==> src/design/rtc_map.vh <==
// constants for the real time clock block
`ifndef RTC_MAP_VH
`define RTC_MAP_VH
`define RTC_PREDIV_COUNT 6'h3F
`define RTC_PREDIV_W 6
`define RTC_DIV_W 20
`define RTC_TIME_W 32
`define RTC_LONG_W 58
`define RTC_CNT_W 16
`define RTC_RELOAD_RST 20'h0_0000
`define RTC_DETECT_WINDOW 16'h0400
`define RTC_DETECT_EDGES 8'h08
`define RTC_SRC_MAIN 1'b0
`define RTC_SRC_LOWPWR 1'b1
`endif

==> src/design/rtc_core.v <==
// real time clock: tick, time counter, alarm, wake and oscillator control
// Function
// counting source is main or low-power oscillator; runs through idle and power down
// registers reach software as plain ports standing for the peripheral bus side
// cyclic request on each tick and after programmable tick count, to ext irq
// provides a 58-bit timer for long interval measurement
// with wake config set, leaves power down after programmed delay
// tick divider input is clock pre-divided by fixed 64
// 20-bit divider reloads from tick reload value every tick
// tick request can fire once per tick period
// 32-bit time counter, preloadable, increments each tick
// time counter compared with 32-bit alarm; match raises alarm request
// tick and alarm requests reach fast ext irq by source select, waking chip
// oscillator-off bit switches off clock oscillator on power down entry
// power down with block disabled stops both oscillators
// low-power oscillation detected after reset selects it as counter reference
// on low-power reference, main oscillator off in power down always
// no low-power oscillation after reset selects main oscillator
// on main reference and enabled, main oscillator kept running in power down
// time counter wraps; alarm fires once per match event
`timescale 1ns/1ns
`default_nettype none
`include "rtc_map.vh"
module rtc_core (
  // clock and reset
  input wire clock_in,
  input wire reset_n_in,
  // oscillator pins (asynchronous)
  input wire low_power_osc_input_in,
  input wire lp_osc_ref_edge_in,
  // clock_block_control bits
  input wire rtc_enable_in,
  input wire osc_off_in_powerdown_in,
  input wire tick_irq_enable_in,
  input wire alarm_irq_enable_in,
  input wire periodic_irq_enable_in,
  // system_configuration bit
  input wire powerdown_wake_config_in,
  // ext_irq_source_select: 00 none, 01 tick or periodic, 10 alarm, 11 any
  input wire [1:0] ext_irq_source_select_in,
  // power management
  input wire powerdown_in,
  input wire idle_in,
  // values written by software
  input wire [19:0] tick_reload_value_in,
  input wire time_load_in,
  input wire [31:0] time_load_value_in,
  input wire alarm_load_in,
  input wire [31:0] alarm_value_in,
  input wire [15:0] periodic_count_in,
  input wire [15:0] wake_delay_in,
  input wire long_timer_clear_in,
  // request flag clears
  input wire tick_clear_in,
  input wire alarm_clear_in,
  input wire periodic_clear_in,
  // requests
  output wire tick_irq_request_out,
  output wire alarm_irq_request_out,
  output wire periodic_irq_request_out,
  output wire ext_irq_out,
  output reg wake_out,
  // oscillator control
  output reg main_osc_enable_out,
  output reg lp_osc_enable_out,
  output reg clock_source_out,
  output reg source_valid_out,
  // state
  output reg [31:0] time_value_out,
  output reg [31:0] alarm_reg_out,
  output reg [57:0] long_timer_out,
  output reg tick_pulse_out
);
  reg lp_sync1_ff, lp_sync2_ff;
  reg ref_sync1_ff, ref_sync2_ff, ref_last_ff;
  reg tick_flag_ff, alarm_flag_ff, periodic_flag_ff;
  reg match_last_ff;
  reg [15:0] periodic_cnt_ff;
  reg [15:0] wake_cnt_ff;
  reg wake_armed_ff;
  wire lp_present;
  wire detect_done;
  wire tick;
  wire run;
  wire count_en;
  wire match;

  function [0:0] irq_select;
    input [1:0] sel;
    input t;
    input a;
    begin
      irq_select = (sel[0] & t) | (sel[1] & a);
    end
  endfunction

  // two-stage synchronisers on oscillator pins
  always @(posedge clock_in) begin
    if (!reset_n_in) begin
      lp_sync1_ff <= 1'b0;
      lp_sync2_ff <= 1'b0;
      ref_sync1_ff <= 1'b0;
      ref_sync2_ff <= 1'b0;
      ref_last_ff <= 1'b0;
    end else begin
      lp_sync1_ff <= low_power_osc_input_in;
      lp_sync2_ff <= lp_sync1_ff;
      ref_sync1_ff <= lp_osc_ref_edge_in;
      ref_sync2_ff <= ref_sync1_ff;
      ref_last_ff <= ref_sync2_ff;
    end
  end

  osc_detect u_detect (
    .clock_in(clock_in),
    .reset_n_in(reset_n_in),
    .lp_level_in(lp_sync2_ff),
    .lp_present_out(lp_present),
    .done_out(detect_done)
  );

  // source latched once detection completes after reset
  always @(posedge clock_in) begin
    if (!reset_n_in) begin
      clock_source_out <= `RTC_SRC_MAIN;
      source_valid_out <= 1'b0;
    end else if (detect_done && !source_valid_out) begin
      clock_source_out <= lp_present ? `RTC_SRC_LOWPWR : `RTC_SRC_MAIN;
      source_valid_out <= 1'b1;
    end
  end

  // low-power reference counts on its own rising edge; main counts every clock
  assign run = rtc_enable_in & source_valid_out;
  assign count_en = (clock_source_out == `RTC_SRC_LOWPWR) ?
                    (ref_sync2_ff & ~ref_last_ff) : 1'b1;

  tick_divider u_div (
    .clock_in(clock_in),
    .reset_n_in(reset_n_in),
    .run_in(run),
    .count_en_in(count_en),
    .reload_in(tick_reload_value_in),
    .tick_out(tick)
  );

  // time counter, alarm, long timer
  assign match = (time_value_out == alarm_reg_out);

  always @(posedge clock_in) begin
    if (!reset_n_in) begin
      time_value_out <= 32'h0000_0000;
      alarm_reg_out <= 32'hFFFF_FFFF;
      long_timer_out <= 58'h000_0000_0000_0000;
      match_last_ff <= 1'b1;
      tick_pulse_out <= 1'b0;
    end else begin
      tick_pulse_out <= tick;
      if (time_load_in)
        time_value_out <= time_load_value_in;
      else if (tick)
        time_value_out <= time_value_out + 32'h0000_0001;
      if (alarm_load_in)
        alarm_reg_out <= alarm_value_in;
      if (long_timer_clear_in)
        long_timer_out <= 58'h000_0000_0000_0000;
      else if (tick)
        long_timer_out <= long_timer_out + 58'h000_0000_0000_0001;
      match_last_ff <= match;
    end
  end

  // sticky request flags; a set in the clearing cycle wins
  always @(posedge clock_in) begin
    if (!reset_n_in) begin
      tick_flag_ff <= 1'b0;
      alarm_flag_ff <= 1'b0;
      periodic_flag_ff <= 1'b0;
      periodic_cnt_ff <= 16'h0000;
    end else begin
      if (tick && tick_irq_enable_in)
        tick_flag_ff <= 1'b1;
      else if (tick_clear_in)
        tick_flag_ff <= 1'b0;
      // edge of match only, so a held equality fires once
      if (match && !match_last_ff && run && alarm_irq_enable_in)
        alarm_flag_ff <= 1'b1;
      else if (alarm_clear_in)
        alarm_flag_ff <= 1'b0;
      if (!periodic_irq_enable_in) begin
        periodic_cnt_ff <= 16'h0000;
        if (periodic_clear_in)
          periodic_flag_ff <= 1'b0;
      end else if (tick && periodic_cnt_ff >= periodic_count_in) begin
        periodic_cnt_ff <= 16'h0000;
        periodic_flag_ff <= 1'b1;
      end else begin
        if (tick)
          periodic_cnt_ff <= periodic_cnt_ff + 16'h0001;
        if (periodic_clear_in)
          periodic_flag_ff <= 1'b0;
      end
    end
  end

  assign tick_irq_request_out = tick_flag_ff;
  assign alarm_irq_request_out = alarm_flag_ff;
  assign periodic_irq_request_out = periodic_flag_ff;
  assign ext_irq_out = irq_select(ext_irq_source_select_in,
                                  tick_flag_ff | periodic_flag_ff,
                                  alarm_flag_ff);

  // wake from power down after a delay counted in ticks
  always @(posedge clock_in) begin
    if (!reset_n_in) begin
      wake_cnt_ff <= 16'h0000;
      wake_armed_ff <= 1'b0;
      wake_out <= 1'b0;
    end else begin
      wake_out <= 1'b0;
      if (!powerdown_in || !powerdown_wake_config_in) begin
        wake_cnt_ff <= 16'h0000;
        // re-armed outside power down, so config may rise together with entry
        wake_armed_ff <= 1'b1;
      end else if (wake_armed_ff && tick) begin
        if (wake_cnt_ff >= wake_delay_in) begin
          wake_out <= 1'b1;
          wake_armed_ff <= 1'b0;
        end else begin
          wake_cnt_ff <= wake_cnt_ff + 16'h0001;
        end
      end
      if (powerdown_in && irq_select(ext_irq_source_select_in,
                                     tick_flag_ff | periodic_flag_ff, alarm_flag_ff))
        wake_out <= 1'b1;
    end
  end

  // oscillator enables for power down
  always @(posedge clock_in) begin
    if (!reset_n_in) begin
      main_osc_enable_out <= 1'b1;
      lp_osc_enable_out <= 1'b1;
    end else if (!powerdown_in) begin
      main_osc_enable_out <= 1'b1;
      lp_osc_enable_out <= 1'b1;
    end else if (!rtc_enable_in) begin
      main_osc_enable_out <= 1'b0;
      lp_osc_enable_out <= 1'b0;
    end else if (clock_source_out == `RTC_SRC_LOWPWR) begin
      main_osc_enable_out <= 1'b0;
      lp_osc_enable_out <= ~osc_off_in_powerdown_in;
    end else begin
      main_osc_enable_out <= ~osc_off_in_powerdown_in;
      lp_osc_enable_out <= 1'b0;
    end
  end

  // idle leaves counting untouched: nothing gates on it
  wire unused_idle = idle_in;
endmodule // rtc_core
`default_nettype wire

==> src/design/osc_detect.v <==
// detects low-power oscillator activity after reset
`timescale 1ns/1ns
`default_nettype none
`include "rtc_map.vh"
module osc_detect (
  // clock and reset
  input wire clock_in,
  input wire reset_n_in,
  // sampled low-power oscillator level (already synchronised)
  input wire lp_level_in,
  // result
  output reg lp_present_out,
  output reg done_out
);
  reg [15:0] window_ff;
  reg [7:0] edges_ff;
  reg last_ff;

  always @(posedge clock_in) begin
    if (!reset_n_in) begin
      window_ff <= 16'h0000;
      edges_ff <= 8'h00;
      last_ff <= 1'b0;
      lp_present_out <= 1'b0;
      done_out <= 1'b0;
    end else begin
      last_ff <= lp_level_in;
      if (!done_out) begin
        window_ff <= window_ff + 16'h0001;
        if (lp_level_in != last_ff && edges_ff != 8'hFF)
          edges_ff <= edges_ff + 8'h01;
        if (window_ff == `RTC_DETECT_WINDOW) begin
          done_out <= 1'b1;
          lp_present_out <= (edges_ff >= `RTC_DETECT_EDGES);
        end
      end
    end
  end
endmodule // osc_detect
`default_nettype wire

==> src/design/tick_divider.v <==
// fixed 1/64 pre-divider and reloading 20-bit tick divider
`timescale 1ns/1ns
`default_nettype none
`include "rtc_map.vh"
module tick_divider (
  // clock and reset
  input wire clock_in,
  input wire reset_n_in,
  // control
  input wire run_in,
  input wire count_en_in,
  input wire [19:0] reload_in,
  // tick
  output reg tick_out
);
  reg [5:0] pre_ff;
  reg [19:0] div_ff;

  always @(posedge clock_in) begin
    if (!reset_n_in) begin
      pre_ff <= 6'h00;
      div_ff <= `RTC_RELOAD_RST;
      tick_out <= 1'b0;
    end else begin
      tick_out <= 1'b0;
      if (!run_in) begin
        pre_ff <= 6'h00;
        div_ff <= reload_in;
      end else if (count_en_in) begin
        if (pre_ff == `RTC_PREDIV_COUNT) begin
          pre_ff <= 6'h00;
          if (div_ff == 20'h0_0000) begin
            div_ff <= reload_in;
            tick_out <= 1'b1;
          end else begin
            div_ff <= div_ff - 20'h0_0001;
          end
        end else begin
          pre_ff <= pre_ff + 6'h01;
        end
      end
    end
  end
endmodule // tick_divider
`default_nettype wire

==> config.mk <==
export PLATFORM = sky130hd
export DESIGN_NAME = rtc_core
export DESIGN_NICKNAME = d
export VERILOG_FILES = /design/src/design/rtc_core.v /design/src/design/osc_detect.v /design/src/design/tick_divider.v
export VERILOG_INCLUDE_DIRS = /design/src /design/src/design
export SDC_FILE = /design/constraint.sdc
export NUM_CORES = 1
export LEC_CHECK = 0
export BUFFER_PORTS_ARGS = -buffer_cell sky130_fd_sc_hd__buf_2
export CAP_MARGIN = 5
export CORE_MARGIN = 2
export CORE_UTILIZATION = 30
export CTS_BUF_LIST = sky130_fd_sc_hd__clkbuf_4
export DETAILED_ROUTE_END_ITERATION = 12
export PLACE_DENSITY = 0.49
export SLEW_MARGIN = 10
export SYNTH_ARGS = -nofsm -noshare
export SYNTH_HDL_FRONTEND = slang
export SYNTH_SLANG_ARGS = --single-unit
==> constraint.sdc <==
create_clock -name clock_in -period 6.9 [get_ports clock_in]
set_clock_uncertainty 0.05 [all_clocks]
set_input_delay 1.38 -clock clock_in [delete_from_list [all_inputs] [get_ports clock_in]]
set_output_delay 1.38 -clock clock_in [all_outputs]
set_load 0.01 [all_outputs]
Yosys cells after proc, flatten, opt, wreduce, memory -nomap -nowiden
Cells that the tools add are included.
{"block": "classes", "n_addsub": 8, "order_cmp": 3, "eq_ne": 7, "mux": 30, "bitwise": 12, "reduce_logical": 31}
{"cell": "20-bit 2-to-1 mux", "count": 4}
{"cell": "32-bit 2-to-1 mux", "count": 2}
{"cell": "58-bit by 1-bit adder with 58-bit output (second input constant)", "count": 1}
{"cell": "16-bit by 1-bit adder with 16-bit output (second input constant)", "count": 3}
{"cell": "32-bit by 1-bit adder with 32-bit output (second input constant)", "count": 1}
{"cell": "32-bit equality test", "count": 1}
{"cell": "16-bit greater-or-equal comparator", "count": 2}
{"cell": "1-bit 2-to-1 mux", "count": 23}
{"cell": "20-bit logical NOT", "count": 1}
{"cell": "20-bit by 1-bit subtractor with 20-bit output (second input constant)", "count": 1}
{"cell": "16-bit by 11-bit equality test with 1-bit output (second input constant)", "count": 1}
{"cell": "2-bit AND reduction", "count": 7}
{"cell": "2-bit nonzero test", "count": 5}
{"cell": "1-bit logical AND", "count": 9}
{"cell": "8-bit by 1-bit adder with 8-bit output (second input constant)", "count": 1}
{"cell": "8-bit by 4-bit greater-or-equal comparator with 1-bit output (second input constant)", "count": 1}
{"cell": "8-bit inequality test (second input constant)", "count": 1}
{"cell": "6-bit by 1-bit adder with 6-bit output (second input constant)", "count": 1}
{"cell": "6-bit equality test (second input constant)", "count": 1}
{"cell": "6-bit 2-to-1 mux", "count": 1}
{"cell": "1-bit NOT", "count": 6}
{"cell": "1-bit AND", "count": 4}
{"cell": "1-bit logical NOT", "count": 4}
{"cell": "2-bit by 1-bit inequality test with 1-bit output (second input constant)", "count": 2}
{"cell": "other kinds (6)", "count": 8}
{"block": "totals", "reg_bits": 224, "inputBits": 136, "output_inout_bits": 132}

Depth between registers and ports, before layout
Gate-level depths: netlist of run 1.
{"block": "logic_depth", "ltp_word": 5, "depth_mapped": 10}

Hierarchy
A second synthesis of run 1 with hierarchy kept.
{"block": "hier_totals", "hier_cells": 1330, "hier_area_um2": 11492.3}
{"module": "rtc_core", "n_inst": 1, "cells_per_inst": 981, "area_per_inst_um2": 8421.8, "seq_area_each_um2": 3403.3}
{"module": "tick_divider", "n_inst": 1, "cells_per_inst": 197, "area_per_inst_um2": 1679.1, "seq_area_each_um2": 540.5}
{"module": "osc_detect", "n_inst": 1, "cells_per_inst": 152, "area_per_inst_um2": 1391.3, "seq_area_each_um2": 540.5}

Worst setup path after synthesis of run 1
Ideal clock, no wire load.
{"block": "synth_path", "path_type": "input-to-reg", "start": "input port wake_delay_in[15]", "end": "register wake_cnt_ff[7]", "setup_time_ps": 128, "arrival_time_ps": 3327, "required_ps": 6722, "slack_ps": 3396, "cell_stages": 9, "n_path_buf": 1, "cell_sequence": "inv_1 ha_1 nand4_1 or4_1 a221oi_1 or4_1 buf_2 xnor2_1 nor2_1"}
{"block": "synth_via", "elab_chain_len": 3}
{"element": "start, declared", "line_no": "rtc_core.v:51", "text": "input wire [15:0] wake_delay_in,"}
{"element": "16-bit greater-or-equal comparator", "line_no": "rtc_core.v:226", "text": "if (wake_cnt_ff >= wake_delay_in) begin"}
{"element": "1-bit NOT (no source line)"}
{"element": "2-bit AND reduction (no source line)"}
{"element": "end signal, assigned", "line_no": "rtc_core.v:230", "text": "wake_cnt_ff <= wake_cnt_ff + 16'h0001;"}
{"element": "end, declared", "line_no": "rtc_core.v:79", "text": "reg [15:0] wake_cnt_ff;"}
No other way between the ends.
A chain may end at the register's enable or synchronous reset.

Worst setup path after layout of run 1
{"block": "layout_path", "start": "input port ext_irq_source_select_in[0]", "end": "output port ext_irq_out"}
{"block": "layout_via", "elab_chain_len": 2}
{"element": "start, declared", "line_no": "rtc_core.v:40", "text": "input wire [1:0] ext_irq_source_select_in,"}
{"element": "1-bit AND", "line_no": "rtc_core.v:93", "text": "irq_select = (sel[0] & t) | (sel[1] & a);"}
{"element": "1-bit OR", "line_no": "rtc_core.v:93"}
{"element": "end, declared", "line_no": "rtc_core.v:61", "text": "output wire ext_irq_out,"}
No other way between the ends.

==> run_results.csv, run 1 <==
group,metric,value,unit
placement,place.gp.congestion,0.7679,
clocking,clk_pin_slew,0.05,ns
power,clock_power_share,45.7,%
synth,ys_warn_count,0,
die,core,36610,µm²
setup_path,worstSetupPathType,"primary input to primary output",
setup_path,start_kind,"primary input",
clocking,cts.path.max_buffers,3,
synth,synth_common_cells,"dfxtp_1 (224), nor2_1 (131), nand2_1 (118), xnor2_1 (94), a21oi_1 (82)",
flow_run,cap_viol_max_count,0,
route,ant_nets,0,
power,powerDensity,213.4,nW/µm²
synth,synth-simple-area-share,24.84,%
setup_path,crit_path_end_kind,"primary output",
die,dieArea,38680,µm²
setup_path,cp.arrival,1.87,ns
synth,synth_compound_gate_area_share,10.29,%
clocking,cts_setup_buffers,0,
setup_path,r2r-start,"u_div.div_ff[5]",
setup_path,r2r_end,"u_div.div_ff[12]",
die,row_count,70,
worst_hold_path,hp-start,"ref_sync1_ff",
cells_and_area,final_area,13790,µm²
die,die_w,196.7,µm
setup_path,ff2ff_path_depth,6,
synth,syn_nets,1502,
clocking,cts.htree.levels,3,
placement,dpl-instance-area,12910,µm²
timing,finalCritPeriodShare,47.88,%
synth,syn_avg_cell_area,8.417,µm²
synth,synthAdderAreaFrac,4.831,%
cells_and_area,area_growth,23.88,%
route,vias,10290,
synth,ys_top_cells_by_area,"dfxtp_1 (40%), xnor2_1 (7.4%), xor2_1 (5.1%)",
route,drt_wl_total,31.85,mm
placement,io_buffers,266,
power,irDropWorstVdd,0.1153,mV
synth,synth_xor_xnor_area_share,12.51,%
timing,rsz0062_at_grt,"false",
timing,worstMarginPinSlew,1.129,ns
grt,grt_antenna_before_repair,7,
worst_hold_path,holdPathEnd,"ref_sync2_ff",
synth,async_flop_share,0,%
clocking,worstSkewPairLatency,0.73,ns
worst_hold_path,hp-class,"register to register",
die,die_h,196.7,µm
worst_hold_path,hold_depth,1,
synth,synth_top_cell_area_share,40.27,%
synth,synth.most_common_cell,"dfxtp_1",
cells_and_area,fillerInstances,3863,
clocking,cts-root-buf,"clkbuf_4",
synth,ys_types,58,
setup_path,crit_buf_inv,2,
grt,grt_max_degree,60,
synth,synthFlopType,"dfxtp_1",
route,post_drt_wl_per_cell,14.92,µm
synth,synth_edf_count,0,
setup_path,cp.required,5.47,ns
setup_path,r2r_slack,3.95,ns
timing,period_needed,3.304,ns
grt,grt_usage,16.48,%
synth,synth_top_area_cell,"dfxtp_1",
route,drc_errors,0,
timing,worst_slack,3.596,ns
power,seq_power_share,46.6,%
die,initial_core_util,30.42,%
grt,grt_pass1_wl,51.46,mm
synth,synthCells,1323,
setup_path,critical_path.max_stage_delay,0.17,ns
clocking,cts_resized,0,
synth,syn_area,11140,µm²
timing,slew_headroom,24.74,%
setup_path,crit_top_cell,"buf_2",
route,drt_pass1_iterations,4,
timing,hold_viol_final,0,
clocking,hold_buffers,0,
clocking,cts_made_buffers,69,
timing,finalMaxSlewViolations,0,
cells_and_area,nNetsFinal,1795,
run_status,status,"completed",
placement,hpwl,22.92,mm
setup_path,startpoint,"ext_irq_source_select_in[0]",
synth,synth_mux_area_share,3.506,%
power,p_leak,5.769,nW
timing,setup_viol,0,
cells_and_area,drive_gt1_share,23.27,%
power,p_switching,0.0007826,W
route,drt-initial-drc-count,327,
grt,grt_pass1_vias,10070,
clocking,numClockSinks,224,
power,p_comb_share,7.7,%
setup_path,crit_family,"buffers and inverters",
synth,synth_top_family_by_area,"simple AND/OR/NAND/NOR gates",
clocking,cts_tree,"built",
power,p_sw_share,26.59,%
grt,gr-total-overflow,0,
timing,fmaxAchievable,302.7,MHz
synth,synth-seq-cells,224,
setup_path,cp_max_fo,2,
route,via_per_inst,4.820,
placement,post-place-ws,2.852,ns
power,p_int,0.002161,W
timing,tns,0,ns
die,io_pins,268,
setup_path,crit_slowest_cell,"buf_2",
setup_path,path_cells,"buf_2, o21ai_0, nand2_1, buf_2",
synth,seq_area_frac_synth,40.27,%
power groups by stage:
stage,sequential (W),clock (W),combinational (W)
after global placement,0.00140,0,0.000227
final,0.00137,0.00134,0.000226
after floorplan,0.00140,0,0.000121
after detailed placement,0.00140,0,0.000229
after CTS,0.00137,0.00141,0.000231
after global routing,0.00138,0.00148,0.000253
sequential cells by signal, indices dropped and copies added, names as in the netlist, 6 cells and up:
| name | cells |
|---|---|
| long_timer_out | 58 |
| alarm_reg_out | 32 |
| time_value_out | 32 |
| u_div.div_ff | 20 |
| periodic_cnt_ff | 16 |
| u_detect.window_ff | 16 |
| wake_cnt_ff | 16 |
| u_detect.edges_ff | 8 |
| u_div.pre_ff | 6 |
worst max path at each step:
stage          slack [ns]  depth (start not counted)             end
2_1_floorplan        3.40                          9  wake_cnt_ff[7]
3_3_place_gp         2.88                          9  wake_cnt_ff[7]
3_5_place_dp         2.85                          9  wake_cnt_ff[7]
4_1_cts              3.59                          4     ext_irq_out
5_1_grt              3.45                          9  wake_cnt_ff[7]
6_report             3.60                          4     ext_irq_out
worst register-to-register path, delay by kind of cell, from the launching register on:
kind	cells	cell delay (ns)
AOI/OAI and AO/OA	3	1.22
DFF	1	0.37
and+or+nand+nor	3	1.18
cell usage in the layout, fill, tap and decap left out, types with 12 or more instances in the layout:
cell type | synthesis | routed
buf_2 | 4 | 266
a21oi_1 | 82 | 82
xor2_1 | 65 | 65
clkbuf_4 | 0 | 98
dfxtp_1 | 224 | 224
or4_1 | 12 | 12
xnor2_1 | 94 | 94
nor4_1 | 14 | 14
ha_1 | 43 | 43
nor3_1 | 50 | 50
nand3_1 | 50 | 50
nor2_1 | 131 | 131
nand2_1 | 118 | 118
nand4_1 | 52 | 52
and4_1 | 18 | 18
mux2i_1 | 39 | 39
o21ai_0 | 74 | 73
clkinv_1 | 1 | 13
and2_1 | 34 | 34
inv_1 | 57 | 57
and3_1 | 26 | 26
or3_1 | 14 | 14
per-stage QoR:
stage / power, W / hold WS [ns] / instances / util [%]
finish: 0.002943 / 0.3814 / 2134 / 37.68
global placement: 0.001627 / 0.3708 / 2013 / 35.28
floorplan: 0.001522 / 0.3619 / 1323 / -
detailed placement: 0.001630 / 0.3715 / 2013 / 35.28
CTS: 0.003011 / 0.3858 / 2131 / 37.66
global route: 0.003109 / 0.4154 / 2134 / 37.68
kinds of logic (layout without fill, tap and decap cells):
| family | count (synthesis) | after routing |
|---|---|---|
| buffers and inverters | 110 | 450 |
| multiplexers | 39 | 39 |
| AND/OR/NAND/NOR | 545 | 545 |
| AO/OA/AOI/OAI | 203 | 203 |
| adder cells (fa/ha/maj) | 43 | 43 |
| flip-flops | 224 | 224 |
| other | 0 | 3 |
| XOR/XNOR | 159 | 159 |
layer usage:
metal	track usage [%]	wire length (µm)	up-vias
met3	5.424	2152	82
met4	6.461	907	8
met5	0	46	-
met2	25.87	14080	275
li1	-	-	5253
met1	20.94	14660	4668
cell type report:
type | instances | area, µm² | share of cell area (%)
clock inverter | 20 | 136.4 | 0.9887
tap | 468 | 585.6 | 4.245
clock buffer | 98 | 735.7 | 5.333
multi-input combinational | 989 | 6236 | 45.21
antenna | 3 | 7.507 | 0.05442
sequential | 224 | 4484 | 32.51
inverter | 58 | 217.7 | 1.578
timing repair buffer | 274 | 1391 | 10.09
Note: power is estimated with default switching activity, not from simulation.
==> run 2, diff against run 1 <==
Settings changed: PLACE_DENSITY 0.49 to 0.51.
Clock period 6.9 ns to 2.7 ns, I/O delays scaled along.
==> run 2 against run 1 <==
Hold slack worse by 0.29 ns; via count up 5.3%; sequential cell count unchanged; power rose to 2.6 times the previous value; worst setup slack worse by 3.5 ns; routed wire length increased by 3.7%.
==> run_results.csv, run 2 (synthesized netlist as in run 1, its figures left out) <==
group,metric,value,unit
run_status,status,"completed",
setup_path,ff2ff_path_depth,8,
timing,hold_ws,0.08819,ns
clocking,cts_setup_buffers,0,
clocking,numClockSinks,224,
power,powerDensity,500.7,nW/µm²
clocking,cts.htree.levels,3,
route,drt-initial-drc-count,441,
timing,hold_viol_final,0,
route,drt_wl_total,33.03,mm
setup_path,worstSetupPathType,"register to register",
cells_and_area,layout_common_cells,"buf_2 (266), dfxtp_1 (224), nor2_1 (131)",
clocking,cts.path.max_buffers,3,
timing,setup_viol,0,
route,post_drt_wl_per_cell,14.54,µm
die,die_h,196.7,µm
die,io_pins,268,
timing,period_needed,2.577,ns
clocking,worstSkewPairLatency,0.73,ns
worst_hold_path,hp-class,"primary input to register",
die,dieArea,38680,µm²
power,irDropWorstVdd,0.3143,mV
cells_and_area,postLayoutCoreUtil,41.01,%
setup_path,cp.arrival,3.17,ns
placement,dpl-instance-area,13270,µm²
cells_and_area,top_regs,"long_timer_out x58, alarm_reg_out x32, time_value_out x32",
placement,io_buffers,266,
grt,grt_pass1_wl,53.58,mm
placement,place.gp.congestion,0.7980,
die,die_w,196.7,µm
grt,grt_usage,17.10,%
flow_run,cap_viol_max_count,0,
route,vias,10830,
timing,fmaxAchievable,388.1,MHz
cells_and_area,largest_reg_flops,58,
cells_and_area,drive_gt1_share,23.79,%
timing,slew_headroom,50.54,%
grt,grt_max_degree,78,
setup_path,cp_max_fo,8,
clocking,cts_made_buffers,70,
grt,grt_pass1_vias,10750,
timing,finalMaxSlewViolations,0,
timing,worstMarginPinSlew,0.7420,ns
setup_path,cp.required,3.30,ns
route,via_per_inst,4.766,
setup_path,start_kind,"register",
cells_and_area,layout_commonest_cell,"buf_2",
clocking,cts-root-buf,"clkbuf_4",
die,initial_core_util,30.42,%
placement,post-place-ws,-0.1683,ns
cells_and_area,area_growth,34.83,%
grt,gr-total-overflow,0,
setup_path,endpoint,"wake_cnt_ff[15]",
cells_and_area,final-seq-area,4484,µm²
cells_and_area,multiInputGateArea,6236,µm²
route,drt_pass1_iterations,4,
setup_path,r2r_end,"wake_cnt_ff[15]",
setup_path,crit_path_end_kind,"register",
die,row_count,70,
cells_and_area,top_register,"long_timer_out",
route,drc_errors,0,
timing,finalCritPeriodShare,95.44,%
power,p_leak,6.367,nW
timing,worst_slack,0.1231,ns
die,core,36610,µm²
setup_path,startpoint,"wake_cnt_ff[12]",
timing,rsz0062_at_grt,"false",
cells_and_area,fillerInstances,3741,
cells_and_area,final_area,15010,µm²
setup_path,r2r-start,"wake_cnt_ff[12]",
timing,tns,0,ns
setup_path,r2r_slack,0.12,ns
clocking,clk_pin_slew,0.06,ns
route,ant_nets,0,
cells_and_area,nNetsFinal,1931,
placement,hpwl,23.55,mm
clocking,cts_tree,"built",
grt,grt_antenna_before_repair,3,
[run 2: cell type report]
class | count | share of cell area, %
sequential | 224 | 29.87
clock buffer | 92 | 4.600
tap | 468 | 3.900
antenna | 1 | 0.01667
inverter | 58 | 1.450
clock inverter | 31 | 1.033
timing repair buffer | 409 | 17.60
multi-input combinational | 989 | 41.53
[run 2: timing repair]
action | in CTS | in global routing
hold buffers | 90 | 0
gates resized for setup | 0 | 0
hold endpoints to repair | 88 | 0
endpoints found under the setup margin | 0 | 0
[run 2: critical path: stages, from the launching register on]
cell and delay (ns):
dfxtp_1 0.42, ha_1 0.27, nand4_1 0.14, or4_1 0.19, a221oi_1 0.07, buf_4 0.17, or4_1 0.64, or4_1 0.51
nand2_1 0.07
[run 2: routing by layer]
metal	vias to the layer above	GRT usage [%]	share of wire, %
met2	295	28.15	46
met5	-	0	0.036
met3	71	4.620	6.6
met1	4924	21.09	45
li1	5536	-	-
met4	2	7.296	2.8
[run 2: per-stage QoR]
step | instances | power [W]
after floorplan | 1323 | 0.003889
after global placement | 2058 | 0.004185
after detailed placement | 2058 | 0.004193
after CTS | 2271 | 0.007705
after global routing | 2272 | 0.007965
final | 2272 | 0.007518
[run 2: worst min path at each step]
stage,to,cells after the start,from
detailed placement,ref_sync2_ff,1,ref_sync1_ff
finish,time_value_out[8],3,time_load_value_in[8]
global placement,ref_sync2_ff,1,ref_sync1_ff
floorplan,lp_sync2_ff,1,lp_sync1_ff
global route,time_value_out[28],3,time_load_value_in[28]
CTS,time_value_out[8],3,time_load_value_in[8]
[run 2: where the power goes]
group / switching, W / internal (W)
clock network: 0.00161 / 0.00169
registers: 0.0000999 / 0.00340
logic: 0.000346 / 0.000376
